--- config.mk ---
export PLATFORM = sky130hd
export DESIGN_NAME = conv_ctrl
export DESIGN_NICKNAME = d
export VERILOG_FILES = /design/src/rtl/conv_ctrl_pkg.sv /design/src/rtl/sample_accumulator.sv /design/src/rtl/conv_ctrl.sv
export SDC_FILE = /design/constraint.sdc
export NUM_CORES = 1
export LEC_CHECK = 0
export BUFFER_PORTS_ARGS = -buffer_cell sky130_fd_sc_hd__buf_4
export CORE_MARGIN = 5
export CORE_UTILIZATION = 53
export CTS_CLUSTER_SIZE = 14
export DETAILED_ROUTE_END_ITERATION = 10
export PLACE_DENSITY_LB_ADDON = 0.25
export SLEW_MARGIN = 30
export SYNTH_ARGS = -nofsm -noshare
export SYNTH_HDL_FRONTEND = slang
export SYNTH_HIERARCHICAL = 1
export SYNTH_SLANG_ARGS = --single-unit
export TNS_END_PERCENT = 1
--- constraint.sdc ---
create_clock -name hclk -period 3 [get_ports hclk]
set_input_delay 0.3 -clock hclk [delete_from_list [all_inputs] [get_ports hclk]]
set_output_delay 0.3 -clock hclk [all_outputs]
set_load 0.02 [all_outputs]
--- src/rtl/conv_ctrl_pkg.sv ---
// Register map, field layout and codes of the converter control block.
// Assumes a 32-bit AHB-Lite register bus clocked by hclk.
package conv_ctrl_pkg;

	// ----------------------------------------------------------------
	// Register offsets
	// ----------------------------------------------------------------
	localparam logic [11:0] slots_offset = 12'h034;
	localparam logic [11:0] result_offset = 12'h04C;
	localparam logic [11:0] oversample_offset = 12'h080;
	localparam logic [11:0] length_offset = 12'h0C0;

	// ----------------------------------------------------------------
	// Field layout and reset values
	// ----------------------------------------------------------------
	localparam int slot_width = 5;
	localparam int slot_count = 6;
	localparam logic [4:0] max_channel = 5'h11;
	localparam logic [31:0] slots_mask = 32'h3FFFFFFF;
	localparam logic [31:0] oversample_mask = 32'h000033FD;
	localparam logic [31:0] slots_reset = 32'h00000000;
	localparam logic [31:0] result_reset = 32'h00000000;
	localparam logic [31:0] oversample_reset = 32'h00000000;
	localparam int resolution_lsb = 12;
	localparam int trigger_mode_bit = 9;
	localparam int shift_lsb = 5;
	localparam int ratio_lsb = 2;
	localparam int enable_bit = 0;
	localparam logic [3:0] max_shift = 4'h8;

	// ----------------------------------------------------------------
	// Sequencer states
	// ----------------------------------------------------------------
	typedef enum logic [1:0] {
		st_idle = 2'b00,
		st_wait_trigger = 2'b01,
		st_convert = 2'b10
	} seq_state_t;

endpackage : conv_ctrl_pkg

--- src/rtl/sample_accumulator.sv ---
// Oversampling accumulator: sums samples, shifts the sum on the last one.
// Assumes the sequencer presents one sample per pulse of sample_valid.
`timescale 1ns/1ps
module sample_accumulator (
	// Clock and reset
	input wire logic hclk,
	input wire logic hresetn,
	// Control
	input wire logic clear,
	input wire logic sample_valid,
	input wire logic [15:0] sample,
	input wire logic [3:0] shift,
	// Result
	output logic [15:0] shifted
);

	logic [23:0] sum_reg;

	// Largest sum is 256 samples of 16 bits; 24 bits hold it even for
	// full-scale 16-bit inputs, and converter data is at most 12 bits wide.
	always_ff @(posedge hclk or negedge hresetn)
	begin
		if (!hresetn)
			sum_reg <= 24'h000000;
		else if (clear)
			sum_reg <= 24'h000000;
		else if (sample_valid)
			sum_reg <= sum_reg + {8'h00, sample};
	end

	logic [23:0] total;
	assign total = sum_reg + {8'h00, sample};
	// Reserved shift codes are clamped to the largest legal shift
	always_comb
	begin
		if (shift > conv_ctrl_pkg::max_shift)
			shifted = total[23:8];
		else
			shifted = 16'((total >> shift));
	end

endmodule : sample_accumulator

--- src/rtl/conv_ctrl.sv ---
// Converter register and sequence control behind an AHB-Lite slave.
// Assumes the analog core answers each start with one conv_done pulse.
//
// Function
// - Each five-bit slot selects channel 0..17 converted at that sequence position.
// - Slots zero to five packed from bit 0; bits 31:30 reserved.
// - Conversions per sequence equal the length field plus one, in slot order.
// - Result low half shows latest conversion; writes to result have no effect.
// - In synchronised mode the result upper half holds the partner's result.
// - Resolution field bits 13:12 selects 12, 10, 8 or 6 bits.
// - Trigger mode clear: all oversampled conversions run after one trigger.
// - Trigger mode set: each oversampled conversion waits for its own trigger; here the first conversion of each later position starts without one.
// - Shift field bits 8:5 shifts the sum right zero to eight bits.
// - Ratio field bits 4:2 selects 2x up to 256x samples.
// - Bit 0 enables the oversampler.
//
// Chosen here: the AHB-Lite slave port.
`timescale 1ns/1ps
module conv_ctrl (
	// AHB-Lite slave
	input wire logic hclk,
	input wire logic hresetn,
	input wire logic hsel,
	input wire logic [11:0] haddr,
	input wire logic [1:0] htrans,
	input wire logic hwrite,
	input wire logic [2:0] hsize,
	input wire logic [31:0] hwdata,
	input wire logic hready,
	output logic [31:0] hrdata,
	output logic hreadyout,
	output logic hresp,
	// Converter core
	input wire logic converter_on,
	input wire logic sync_mode,
	input wire logic trigger,
	input wire logic conv_done,
	input wire logic [15:0] conv_data,
	input wire logic [15:0] partner_converter_result,
	output logic conv_start,
	output logic [4:0] conv_channel,
	output logic [1:0] conversion_resolution
);

	// ----------------------------------------------------------------
	// Bus slave
	// ----------------------------------------------------------------
	logic wr_pending_reg;
	logic [11:0] addr_reg;
	logic [31:0] slots_reg;
	logic [31:0] oversample_reg;
	logic [3:0] sequence_length_minus_one;
	logic [31:0] result_reg;
	logic [15:0] result_low_reg;
	logic [15:0] result_high_reg;

	always_ff @(posedge hclk or negedge hresetn)
	begin
		if (!hresetn)
		begin
			wr_pending_reg <= 1'b0;
			addr_reg <= 12'h000;
		end
		else if (hready)
		begin
			wr_pending_reg <= hsel && htrans[1] && hwrite;
			addr_reg <= haddr;
		end
	end

	// Register reads come from a flop loaded in the address phase: zero wait states
	assign hreadyout = 1'b1;
	assign hresp = 1'b0;

	logic rd_now;
	logic [31:0] rd_data_reg;
	assign rd_now = hready && hsel && htrans[1] && !hwrite;

	// Sampled in the address phase so hrdata comes from a flop
	always_ff @(posedge hclk or negedge hresetn)
	begin
		if (!hresetn)
			rd_data_reg <= 32'h00000000;
		else if (rd_now)
		begin
			unique case (haddr)
				conv_ctrl_pkg::slots_offset: rd_data_reg <= slots_reg;
				conv_ctrl_pkg::result_offset: rd_data_reg <= result_reg;
				conv_ctrl_pkg::oversample_offset: rd_data_reg <= oversample_reg;
				conv_ctrl_pkg::length_offset: rd_data_reg <= {28'h0000000, sequence_length_minus_one};
				default: rd_data_reg <= 32'h00000000;
			endcase
		end
	end
	assign hrdata = rd_data_reg;

	// Word writes only are supported; a narrower size still writes the word
	always_ff @(posedge hclk or negedge hresetn)
	begin
		if (!hresetn)
			slots_reg <= conv_ctrl_pkg::slots_reset;
		else if (wr_pending_reg && addr_reg == conv_ctrl_pkg::slots_offset)
			slots_reg <= hwdata & conv_ctrl_pkg::slots_mask;
	end

	// Held while converter is on so a live sequence keeps its setup
	always_ff @(posedge hclk or negedge hresetn)
	begin
		if (!hresetn)
			oversample_reg <= conv_ctrl_pkg::oversample_reset;
		else if (wr_pending_reg && addr_reg == conv_ctrl_pkg::oversample_offset && !converter_on)
			oversample_reg <= hwdata & conv_ctrl_pkg::oversample_mask;
	end

	always_ff @(posedge hclk or negedge hresetn)
	begin
		if (!hresetn)
			sequence_length_minus_one <= 4'h0;
		else if (wr_pending_reg && addr_reg == conv_ctrl_pkg::length_offset)
			sequence_length_minus_one <= hwdata[3:0];
	end

	// ----------------------------------------------------------------
	// Field decode
	// ----------------------------------------------------------------
	logic per_sample_trigger_mode;
	logic [3:0] accumulate_shift;
	logic [2:0] accumulate_ratio;
	logic accumulator_enable;
	assign conversion_resolution = oversample_reg[conv_ctrl_pkg::resolution_lsb +: 2];
	assign per_sample_trigger_mode = oversample_reg[conv_ctrl_pkg::trigger_mode_bit];
	assign accumulate_shift = oversample_reg[conv_ctrl_pkg::shift_lsb +: 4];
	assign accumulate_ratio = oversample_reg[conv_ctrl_pkg::ratio_lsb +: 3];
	assign accumulator_enable = oversample_reg[conv_ctrl_pkg::enable_bit];

	function automatic logic [4:0] slot_channel(input logic [31:0] slots, input logic [2:0] idx);
		logic [4:0] ch;
		ch = slots[idx * conv_ctrl_pkg::slot_width +: conv_ctrl_pkg::slot_width];
		// Out-of-range channel numbers fall back to channel zero
		slot_channel = (ch > conv_ctrl_pkg::max_channel) ? 5'h00 : ch;
	endfunction : slot_channel

	// ----------------------------------------------------------------
	// Sequencer
	// ----------------------------------------------------------------
	conv_ctrl_pkg::seq_state_t state_reg;
	logic [3:0] position_reg;
	logic [8:0] sample_count_reg;
	logic [8:0] ratio_count;
	logic last_sample;
	logic last_position;
	assign ratio_count = 9'(9'h002 << accumulate_ratio);
	assign last_sample = !accumulator_enable || (sample_count_reg == ratio_count - 9'h001);
	assign last_position = position_reg == sequence_length_minus_one;

	// Positions past slot five wrap within the six slots held here
	assign conv_channel = slot_channel(slots_reg, 3'(position_reg % 4'(conv_ctrl_pkg::slot_count)));
	assign conv_start = (state_reg == conv_ctrl_pkg::st_idle && converter_on && trigger)
		|| (state_reg == conv_ctrl_pkg::st_wait_trigger && trigger);

	always_ff @(posedge hclk or negedge hresetn)
	begin
		if (!hresetn)
		begin
			state_reg <= conv_ctrl_pkg::st_idle;
			position_reg <= 4'h0;
			sample_count_reg <= 9'h000;
		end
		else if (!converter_on)
		begin
			state_reg <= conv_ctrl_pkg::st_idle;
			position_reg <= 4'h0;
			sample_count_reg <= 9'h000;
		end
		else
		begin
			unique case (state_reg)
				conv_ctrl_pkg::st_idle, conv_ctrl_pkg::st_wait_trigger:
					if (trigger)
						state_reg <= conv_ctrl_pkg::st_convert;
				conv_ctrl_pkg::st_convert:
					if (conv_done)
					begin
						if (!last_sample)
						begin
							sample_count_reg <= sample_count_reg + 9'h001;
							// Per-sample triggering waits; otherwise run back to back
							if (per_sample_trigger_mode)
								state_reg <= conv_ctrl_pkg::st_wait_trigger;
							else
								state_reg <= conv_ctrl_pkg::st_convert;
						end
						else
						begin
							sample_count_reg <= 9'h000;
							position_reg <= last_position ? 4'h0 : position_reg + 4'h1;
							state_reg <= last_position ? conv_ctrl_pkg::st_idle : conv_ctrl_pkg::st_convert;
						end
					end
				default: state_reg <= conv_ctrl_pkg::st_idle;
			endcase
		end
	end

	// ----------------------------------------------------------------
	// Result path
	// ----------------------------------------------------------------
	logic [15:0] accumulated;
	logic sample_in;
	assign sample_in = state_reg == conv_ctrl_pkg::st_convert && conv_done;

	// Cleared when the converter stops, so a cut run leaves no partial sum
	sample_accumulator accumulator (
		.hclk(hclk),
		.hresetn(hresetn),
		.clear((sample_in && last_sample) || !converter_on),
		.sample_valid(sample_in && accumulator_enable),
		.sample(conv_data),
		.shift(accumulate_shift),
		.shifted(accumulated)
	);

	always_ff @(posedge hclk or negedge hresetn)
	begin
		if (!hresetn)
			result_low_reg <= conv_ctrl_pkg::result_reset[15:0];
		else if (sample_in && last_sample)
			result_low_reg <= accumulator_enable ? accumulated : conv_data;
	end

	// Partner result follows the converter only in synchronised mode
	always_ff @(posedge hclk or negedge hresetn)
	begin
		if (!hresetn)
			result_high_reg <= conv_ctrl_pkg::result_reset[31:16];
		else if (sync_mode && sample_in && last_sample)
			result_high_reg <= partner_converter_result;
	end

	// Bus writes never reach these flops
	assign result_reg = {result_high_reg, result_low_reg};

	// ----------------------------------------------------------------
	// Checks
	// ----------------------------------------------------------------
	a_result_readonly: assert property (@(posedge hclk) disable iff (!hresetn)
		(wr_pending_reg && addr_reg == conv_ctrl_pkg::result_offset && !sample_in) |=> $stable(result_reg))
		else $error("result changed by write");
	a_oversample_locked: assert property (@(posedge hclk) disable iff (!hresetn)
		converter_on |=> $stable(oversample_reg) || !$past(converter_on))
		else $error("oversample setup changed while on");
	a_slots_reserved: assert property (@(posedge hclk) disable iff (!hresetn)
		slots_reg[31:30] == 2'b00)
		else $error("reserved slot bits set");
	a_channel_range: assert property (@(posedge hclk) disable iff (!hresetn)
		conv_channel <= conv_ctrl_pkg::max_channel)
		else $error("channel out of range");
	a_trigger_wait: assert property (@(posedge hclk) disable iff (!hresetn)
		(state_reg == conv_ctrl_pkg::st_wait_trigger && !trigger) |=> state_reg != conv_ctrl_pkg::st_convert)
		else $error("conversion without trigger");
	a_back_to_back: assert property (@(posedge hclk) disable iff (!hresetn)
		(sample_in && !last_sample && !per_sample_trigger_mode && converter_on) |=> state_reg == conv_ctrl_pkg::st_convert)
		else $error("back to back run stalled");
	a_sequence_end: assert property (@(posedge hclk) disable iff (!hresetn)
		(sample_in && last_sample && last_position && converter_on) |=> position_reg == 4'h0)
		else $error("sequence did not wrap");
	a_plain_result: assert property (@(posedge hclk) disable iff (!hresetn)
		(sample_in && !accumulator_enable) |=> result_reg[15:0] == $past(conv_data))
		else $error("result not latest conversion");
	a_ratio_count: assert property (@(posedge hclk) disable iff (!hresetn)
		sample_count_reg < ratio_count)
		else $error("sample count beyond ratio");
	a_partner_half: assert property (@(posedge hclk) disable iff (!hresetn)
		(sample_in && last_sample && sync_mode) |=> result_reg[31:16] == $past(partner_converter_result))
		else $error("partner result missing");
	a_hold_until_last: assert property (@(posedge hclk) disable iff (!hresetn)
		(sample_in && !last_sample) |=> $stable(result_low_reg))
		else $error("result written before last sample");
	a_count_restart: assert property (@(posedge hclk) disable iff (!hresetn)
		(sample_in && last_sample) |=> sample_count_reg == 9'h000)
		else $error("sample count not restarted");
	a_wait_after_sample: assert property (@(posedge hclk) disable iff (!hresetn)
		(sample_in && !last_sample && per_sample_trigger_mode && converter_on) |=> state_reg == conv_ctrl_pkg::st_wait_trigger)
		else $error("no wait for next trigger");
	a_start_on_trigger: assert property (@(posedge hclk) disable iff (!hresetn)
		(state_reg == conv_ctrl_pkg::st_idle && converter_on && trigger) |=> state_reg == conv_ctrl_pkg::st_convert)
		else $error("trigger did not start conversion");
	a_idle_when_off: assert property (@(posedge hclk) disable iff (!hresetn)
		!converter_on |=> (state_reg == conv_ctrl_pkg::st_idle && position_reg == 4'h0))
		else $error("sequencer ran while off");
	a_upper_unsynced: assert property (@(posedge hclk) disable iff (!hresetn)
		!sync_mode |=> $stable(result_high_reg))
		else $error("partner half changed outside sync mode");

	c_sequence_done: cover property (@(posedge hclk) disable iff (!hresetn)
		sample_in && last_sample && last_position);
	c_triggered_wait: cover property (@(posedge hclk) disable iff (!hresetn)
		state_reg == conv_ctrl_pkg::st_wait_trigger ##1 state_reg == conv_ctrl_pkg::st_convert);
	c_oversampled: cover property (@(posedge hclk) disable iff (!hresetn)
		sample_in && last_sample && accumulator_enable);
	c_result_read: cover property (@(posedge hclk) disable iff (!hresetn)
		rd_now && haddr == conv_ctrl_pkg::result_offset);
	c_cut_run: cover property (@(posedge hclk) disable iff (!hresetn)
		state_reg == conv_ctrl_pkg::st_convert && !converter_on);

endmodule : conv_ctrl

Yosys cells after proc, flatten, opt, wreduce, memory -nomap -nowiden:

Index checks and enable logic that the tools add are counted.

* add/sub/neg operators: 4
* multipliers: 1
* div/mod/pow operators: 1
* magnitude comparators: 2
* eq/ne operators: 16
* shift-type cells: 3
* mux-type cells: 22
* reduce and logical (&&, ||, !) cells: 29

Operators by type and width (count)
* case mux 32 bit (4 select lines): 1
* equality test 12 x 8 -> 1 bit (second input constant): 4
* two-way mux 24 bit: 2
* two-way mux 9 bit: 4
* two-way mux 16 bit: 2
* variable part select 32 x 7 -> 5 bit: 1
* adder 24 x 16 -> 24 bit: 1
* equality test 12 x 6 -> 1 bit (second input constant): 2
* right shift 24 x 4 -> 16 bit: 1
* two-way mux 4 bit: 5
* logical AND 1 bit: 17
* equality test 12 x 7 -> 1 bit (second input constant): 1
* two-way mux 2 bit: 6
* adder 9 x 1 -> 9 bit (second input constant): 1
* equality test 9 bit: 1
* left shift 2 x 3 -> 9 bit (first input constant): 1
* subtractor 9 x 1 -> 9 bit (second input constant): 1
* multiplier 3 x 3 -> 6 bit (second input constant): 1
* != test 2 x 1 -> 1 bit (second input constant): 3
* != test 3 bit (second input constant): 2
* > comparator 5 bit (second input constant): 1
* two-way mux 5 bit: 1
* adder 4 x 1 -> 4 bit (second input constant): 1
* equality test 4 bit: 1
* 12 further kinds: 17

* bits in registers: 161
* input port bits: 90
* output and inout port bits: 42
* word-level logic and storage cells: 90

Logic depth before layout (Yosys ltp):

Gate-level depths: netlist of the first run.

* word-level depth: 8
* gate-level depth with buffers: 12
* gate-level depth less buffers: 12

By module:

The synthesis of the first run kept the hierarchy.

Modules (own cells, without submodules)
* conv_ctrl: instances 1, cells each 577, area an instance 6540.0 µm², seq. area each 3428.3 µm²
* sample_accumulator: instances 1, cells each 390, area an instance 3124.2 µm², seq. area each 600.6 µm²

Worst setup path after synthesis of the first run:

Ideal clock, no wire load.

* kind: flip-flop to output port
* start: register position_reg[0]
* end: output conv_channel[0]
* data arrival time: 2.977 ns
* required time: 2.700 ns
* setup slack: -0.277 ns
* stages on the path, launching flop included: 12
* path buffers: 3
* cells stage by stage: dfrtp_1 buf_2 clkbuf_1 inv_1 ha_1 and3b_1 or4_1 clkbuf_1 nand2_1 or3_1 nand4_1 a221oi_1

* word-level cells in the longest chain between the ends: 5

RTL lines
* from (decl): line conv_ctrl.sv:147 `logic [3:0] position_reg;`
* from (signal assigned): line conv_ctrl.sv:196 `position_reg <= last_position ? 4'h0 : position_reg + 4'h1;`
* remainder unit 4 x 3 -> 4 bit (*): line conv_ctrl.sv:157 `assign conv_channel = slot_channel(slots_reg, 3'(position_reg % 4'(conv_ctrl_pkg::slot_count)));`
* multiplier 3 x 3 -> 6 bit (*): line conv_ctrl.sv:138 `ch = slots[idx * conv_ctrl_pkg::slot_width +: conv_ctrl_pkg::slot_width];`
* variable part select 32 x 7 -> 5 bit (*): line conv_ctrl.sv:138
* > comparator 5 bit: line conv_ctrl.sv:140 `slot_channel = (ch > conv_ctrl_pkg::max_channel) ? 5'h00 : ch;`
* two-way mux 5 bit (*): line conv_ctrl.sv:140
* to (decl): line conv_ctrl.sv:41 `output logic [4:0] conv_channel,`

Mark *: on every way between the ends. The rest lies on a longest branch, timed or not.

Worst setup path after layout of the first run:

* start: register accumulator.sum_reg[0]
* end: register result_low_reg[7]

* word-level cells in the longest chain between the ends: 4

RTL lines
* from (decl): line sample_accumulator.sv:17 `logic [23:0] sum_reg;`
* from (signal assigned): line sample_accumulator.sv:28 `sum_reg <= sum_reg + {8'h00, sample};`
* adder 24 x 16 -> 24 bit (*): line sample_accumulator.sv:32 `assign total = sum_reg + {8'h00, sample};`
* right shift 24 x 4 -> 16 bit: line sample_accumulator.sv:39 `shifted = 16'((total >> shift));`
* two-way mux 16 bit (*): line sample_accumulator.sv:36 `if (shift > conv_ctrl_pkg::max_shift)`
* net accumulated[7]: line conv_ctrl.sv:208 `logic [15:0] accumulated;`
* two-way mux 16 bit (*): line conv_ctrl.sv:228 `result_low_reg <= accumulator_enable ? accumulated : conv_data;`
* to (signal assigned): line conv_ctrl.sv:226 `result_low_reg <= conv_ctrl_pkg::result_reset[15:0];`
* to (signal assigned): line conv_ctrl.sv:228
* to (decl): line conv_ctrl.sv:54 `logic [15:0] result_low_reg;`

Mark *: on every way through the listed nets, which the timed path passes. The rest lies on a longest branch.
A chain may end at the register's enable or synchronous reset.

==> flow_metrics.tcl, run 1 <==
set metrics [dict create \
    cts-root-buf "clkbuf_16" \
    period_minus_slack_ns 3.25 \
    synth.avg_cell_area_sq_um 9.99 \
    drive_gt1_share_pct 35.8 \
    area_delta_synth_final_pct 27.6 \
    synth.area.top_cells "dfrtp_1 (42%), mux2_2 (9.2%), o21ai_0 (4.7%)" \
    via_per_inst 6.02 \
    rsz0062_at_grt "true" \
    post-place-ws_ns -0.384 \
    slew_headroom_pct 46.0 \
    met3_usage_pct 5.02 \
    power_mw 5.33 \
    nets 1273 \
    synth_commonest_cells "dfrtp_1 (161), o21ai_0 (90), nand2_1 (89)" \
    met1_usage_pct 34.8 \
    vias 8448 \
    p_leak_nw 5.57 \
    worstPathCellList "ha_2, fa_2, a21o_1, a221o_2, a221oi_4, xnor2_2, mux4_2, a222oi_1, inv_1, mux2i_1, o21ai_1" \
    crit_fanout 5 \
    fmax_mhz 308 \
    die_h_um 145 \
    ant_nets 0 \
    dr.pass1.iters 6 \
    async_reset_ff_share_pct 100 \
    yosysTopAreaCellShare_pct 41.7 \
    dp_hpwl_mm 19.9 \
    outcome "complete, but fails checks" \
    period_share_pct 108 \
    startpoint_type "register" \
    overflow 0 \
    cts_tree "done" \
    yosysSeqAreaShare_pct 41.7 \
    fill_cells 1414 \
    critical-path-max-stage-delay_ns 0.49 \
    drt-total-wl_mm 27.2 \
    crit_slowest_cell "mux4_2" \
    boundaryPins 132 \
    wl_per_cell_um 19.4 \
    drv_slew 0 \
    grt_pass1_vias 8635 \
    core_area_sq_mm 0.0180 \
    critPathBufInv 1 \
    synth.cell_area_sq_mm 0.00966 \
    n_antenna_cell 0 \
    worst_slack_ns -0.247 \
    die-area_sq_mm 0.0210 \
    yosysMostFrequentCell "dfrtp_1" \
    hold_class "in2reg" \
    antenna_found_initial 0 \
    cp.required_ns 3.30 \
    numCtsBuffers 17 \
    max-cap-violations 0 \
    fin_worst_skew_ns 0.0116 \
    end_kind "register" \
    syn_nets 1078 \
    die_w_um 145 \
    yosysUniqueCellTypes 89 \
    grt_max_degree 61 \
    ir_drop_mv 0.397 \
    ys_warn_count 6 \
    insertion_delay_ns 0.42 \
    synth_edf_count 0 \
    gp_congestion 0.899 \
    synth_flop_cell "dfrtp_1" \
    cts_num_sinks 161 \
    busiest_layer "met2" \
    largest_reg_flops 32 \
    violations "setup timing" \
    start_util_pct 53.8 \
    met2_usage_pct 42.0 \
    cts_buffer_depth 2 \
    drtIter0Drc 669 \
    syn-instance-count 967 \
    grt_pass1_wl_mm 44.5 \
    critical_path.top_delay_family "compound AO/OA/AOI/OAI gates" \
    crit_arrival_ns 3.54 \
    crit_type "reg2reg" \
    clkTransAtPathRegs_ns 0.07 \
    synth.largest_area_cell "dfrtp_1" \
    setup_violations 15 \
    worst_pin_slew_ns 0.800 \
    cellPowerDensity_mw_per_mm2 432 \
    synth_seq_cells 161 \
    grt_use_total_pct 25.6 \
    route.detailed.drc 0 \
    port_buffers 123 \
    rows 49 \
    finalHoldViolCount 0 \
    ctsHtreeMaxLevel 4 \
]
## worst register-to-register path: cells and delay by family (launching register included)
kind / cells / cell delay, ns
mux: 2 / 0.64
flops: 1 / 0.38
xor+xnor: 1 / 0.16
buf+inv: 1 / 0.07
fa+ha+maj: 2 / 0.52
compound gates: 5 / 1.34
## layout by cell type (no fill, tap or decap), drive strengths merged, types with 8 or more instances in the layout
master / count
mux4: 10
inv: 24
dfrtp: 161
nand2: 89
o21ai: 95
nor2: 72
a211oi: 15
a22oi: 22
nor3: 11
a222oi: 13
mux2i: 41
mux2: 80
and3: 9
nand4: 10
a221oi: 8
xor2: 22
a21oi: 33
nor4: 11
nand3: 22
xnor2: 15
buf: 241
ha: 20
clkbuf: 18
## per-layer routing
| metal | wire length [um] | vias up |
|---|---|---|
| li1 | - | 3978 |
| met1 | 12000 | 4100 |
| met2 | 13000 | 320 |
| met3 | 1610 | 50 |
| met4 | 563 | 0 |
| met5 | 0 | - |
## worst paths after layout
check / slack [ns] / startpoint / cells past startpoint / to
worst max register to register: -0.25 / accumulator/sum_reg[0] / 11 / result_low_reg[7]
worst max-delay path: -0.25 / accumulator/sum_reg[0] / 11 / result_low_reg[7]
worst min-delay path: 0.06 / conv_done / 2 / state_reg[1]
min in group asynchronous: 0.39 / hresetn / 2 / addr_reg[1]
worst min register to register: 0.48 / hrdata[27] / 2 / hrdata[27]
max in group asynchronous: 1.86 / hresetn / 3 / result_low_reg[15]
## cell type report
| type | instances | area [sq um] | area share, % |
|---|---|---|---|
| well taps | 229 | 287 | 2.32 |
| clock buffers | 18 | 429 | 3.48 |
| multi-input cells | 722 | 5450 | 44.2 |
| flip-flops and latches | 161 | 4030 | 32.7 |
| inverters | 18 | 70.1 | 0.568 |
| repair buffers | 242 | 1850 | 15.0 |
| clock inverters | 14 | 218 | 1.77 |
## where the power goes
group	leakage (nW)	internal, mW	total [mW]	switching (mW)
combinational	3.10	0.287	0.565	0.278
clock	0.317	1.43	2.39	0.956
sequential	2.15	2.30	2.38	0.0792
## stage by stage
step | instance area, sq um | instances | utilization, % | hold slack (ns) | TNS (ns)
after global placement | 11500 | 1365 | 63.9 | 0.280 | -3.16
final | 12300 | 1404 | 68.6 | 0.0647 | -2.13
after CTS | 12200 | 1401 | 68.1 | 0.0528 | -1.96
after floorplan | 9690 | 967 | - | 0.00441 | -0.259
after detailed placement | 11500 | 1365 | 63.9 | 0.276 | -3.87
after global routing | 12300 | 1404 | 68.6 | 0.0520 | -5.08
## timing repair
item,4_1_cts,5_1_grt
gates cloned,0,0
pin swaps,10,6
hold endpoints to repair,50,0
hold buffers,1,0
endpoints found under the setup margin,21,21
resized for setup,28,21
buffers inserted,3,3
## cells by family after synthesis
| family | share of synthesized area, % |
|---|---|
| flops | 41.7 |
| xor+xnor | 3.35 |
| mux | 15.9 |
| simple gates | 13.7 |
| fa+ha+maj | 2.80 |
| compound gates | 18.6 |
| buf+inv | 3.92 |
| other cells | 0.0777 |
Power figures use the tool's default switching activity.
==> run 2: changes to the inputs <==
--- a/config.mk
+++ b/config.mk
@@ -6,6 +6,7 @@
 export NUM_CORES = 1
 export LEC_CHECK = 0
 export BUFFER_PORTS_ARGS = -buffer_cell sky130_fd_sc_hd__buf_4
+export CORE_ASPECT_RATIO = 1.5
 export CORE_MARGIN = 5
 export CORE_UTILIZATION = 53
 export CTS_CLUSTER_SIZE = 14
@@ -14,6 +15,5 @@
 export SLEW_MARGIN = 30
 export SYNTH_ARGS = -nofsm -noshare
 export SYNTH_HDL_FRONTEND = slang
-export SYNTH_HIERARCHICAL = 1
 export SYNTH_SLANG_ARGS = --single-unit
 export TNS_END_PERCENT = 1
==> run 2 against run 1 <==
The flow still finishes with violations (setup timing). Clock power decreased by 8.8%. Sequential power about the same. Clock skew decreased by 0.0024 ns. Sequential share of layout area increased by 1.1 points.
==> flow_metrics.tcl, run 2 <==
set metrics [dict create \
    ir_drop_mv 0.354 \
    yosysTopAreaCellShare_pct 42.3 \
    ctsHtreeMaxLevel 4 \
    antenna_found_initial 0 \
    drive_gt1_share_pct 34.1 \
    synth_flop_cell "dfrtp_1" \
    rows 60 \
    overflow 0 \
    p_leak_nw 5.38 \
    dr.pass1.iters 6 \
    multi_input_area_sq_mm 0.00525 \
    die_w_um 119 \
    cts-root-buf "clkbuf_16" \
    setup_violations 20 \
    whs_endpoint "result_high_reg[9]" \
    post-route-util_pct 67.0 \
    numCtsBuffers 17 \
    ys_warn_count 0 \
    finalHoldViolCount 0 \
    synth.avg_cell_area_sq_um 10.1 \
    syn_nets 1058 \
    gp_congestion 0.954 \
    synth.area.top_cells "dfrtp_1 (42%), mux2_2 (7.9%), nand2_1 (4.4%)" \
    worst-r2r-cell-count 10 \
    worst_pin_slew_ns 0.921 \
    mostFrequentLayoutCells "buf_4 (204), dfrtp_1 (160), nand2_1 (111)" \
    startpoint_type "register" \
    cts_tree "done" \
    hold_class "in2reg" \
    period_minus_slack_ns 3.06 \
    cts_buffer_depth 2 \
    crit_type "reg2reg" \
    clkTransAtPathRegs_ns 0.07 \
    fmax_mhz 327 \
    area_delta_synth_final_pct 25.2 \
    grt_max_degree 69 \
    largest_reg_flops 32 \
    cellPowerDensity_mw_per_mm2 432 \
    core_area_sq_mm 0.0178 \
    nets 1228 \
    crit_fanout 5 \
    syn-instance-count 946 \
    clock_power_share_pct 42.2 \
    synth.largest_area_cell "dfrtp_1" \
    fin_worst_skew_ns 0.00919 \
    slew_headroom_pct 38.1 \
    power_mw 5.15 \
    worst_slack_ns -0.0559 \
    rrSetupSlack_ns -0.06 \
    synth_seq_cells 161 \
    intPower_mw 3.79 \
    via_per_inst 6.24 \
    comb_power_share_pct 11.1 \
    post-place-ws_ns -0.211 \
    vias 8398 \
    boundaryPins 132 \
    dp.cells 1303 \
    synth_edf_count 0 \
    drv_slew 0 \
    violations "setup timing" \
    grt_pass1_vias 8396 \
    outcome "complete, but fails checks" \
    drtIter0Drc 1004 \
    max-cap-violations 0 \
    synth_commonest_cells "dfrtp_1 (161), nand2_1 (112), o21ai_0 (78)" \
    yosysMostFrequentCell "dfrtp_1" \
    start_util_pct 53.5 \
    worstReg2RegEnd "result_high_reg[15]" \
    r2r-start "oversample_reg[2]" \
    port_buffers 123 \
    route.detailed.drc 0 \
    final_common_cell "buf_4" \
    stdcell_count 1346 \
    dp_hpwl_mm 20.3 \
    ant_nets 0 \
    n_antenna_cell 0 \
    p_sw_mw 1.36 \
    end_kind "register" \
    min_from "partner_converter_result[9]" \
    period_share_pct 102 \
    wl_per_cell_um 20.6 \
    yosysUniqueCellTypes 85 \
    grt_use_total_pct 26.4 \
    yosysSeqAreaShare_pct 42.3 \
    insertion_delay_ns 0.44 \
    seqPwrFrac_pct 46.7 \
    synth.cell_area_sq_mm 0.00953 \
    drt-total-wl_mm 27.8 \
    rsz0062_at_grt "true" \
    grt_pass1_wl_mm 43.9 \
    die_h_um 174 \
    fill_cells 1402 \
    holdPathStages 2 \
    async_reset_ff_share_pct 100 \
    die-area_sq_mm 0.0208 \
    regArea_sq_mm 0.00403 \
    crit_arrival_ns 3.37 \
    swShare_pct 26.3 \
    cts_num_sinks 161 \
    cp.required_ns 3.31 \
]
==> run 2: logic make-up after synthesis <==
group | synth area share [%]
other cells | 0.0788
mux | 14.1
simple gates | 13.4
xor+xnor | 2.94
buf+inv | 4.36
flops | 42.3
fa+ha+maj | 2.97
compound gates | 19.8
==> run 2: critical path, cell delays in order, from the launching register on <==
cell	delay [ns]
dfrtp_1	0.41
or3_4	0.43
ha_4	0.20
or3b_4	0.37
a21oi_2	0.15
o21a_1	0.18
o2111ai_4	0.21
a21oi_4	0.26
and2_4	0.25
buf_4	0.14
mux2_2	0.33
==> run 2: per-stage QoR <==
| stage | instance area [sq um] | hold slack (ns) | TNS (ns) |
|---|---|---|---|
| floorplan | 9550 | 0.00441 | 0 |
| global placement | 11100 | 0.362 | -0.843 |
| detailed placement | 11100 | 0.360 | -1.25 |
| CTS | 11700 | 0.0915 | -0.189 |
| global route | 11900 | 0.0899 | -3.93 |
| finish | 11900 | 0.0939 | -0.609 |
==> run 2: layout make-up <==
cell class / count / area share, %
Tap cell: 217 / 2.28
Clock inverter: 13 / 1.22
Clock buffer: 19 / 3.71
Sequential cell: 161 / 33.8
Multi-Input combinational cell: 696 / 44.0
Timing Repair Buffer: 215 / 14.2
Inverter: 25 / 0.787
==> run 2: worst max-delay path by stage <==
stage | slack, ns | end | from
4_1_cts | -0.03 | result_high_reg[0] | oversample_reg[2]
6_report | -0.06 | result_high_reg[15] | oversample_reg[2]
3_5_place_dp | -0.21 | result_low_reg[14] | conv_data[1]
2_1_floorplan | 0.02 | result_high_reg[10] | oversample_reg[2]
5_1_grt | -0.16 | result_low_reg[12] | accumulator.sum_reg[0]
3_3_place_gp | -0.18 | result_low_reg[14] | conv_data[1]
==> run 2: layer usage <==
layer	global-route usage (%)	share of wire (%)	routed length, um	up-vias
met5	0	0	0	-
met4	12.0	4.3	1200	0
met3	4.82	5.4	1500	71
met2	47.3	52	14500	341
met1	30.3	38	10500	4146
li1	-	-	-	3840
==> run 2: what timing repair did <==
item / 4_1_cts / 5_1_grt
buffers inserted: 2 / 8
pin swaps: 6 / 14
endpoints found under the hold margin: 65 / 0
endpoints found under the setup margin: 21 / 57
hold buffers: 1 / 0
resized for setup: 10 / 38
==> run 2: power by group through the flow <==
stage | clock network [mW] | logic (mW) | registers [mW]
floorplan | 0 | 0.299 | 2.39
finish | 2.18 | 0.571 | 2.40
global placement | 0 | 0.527 | 2.43
detailed placement | 0 | 0.535 | 2.44
global route | 2.29 | 0.621 | 2.41
CTS | 2.19 | 0.545 | 2.40
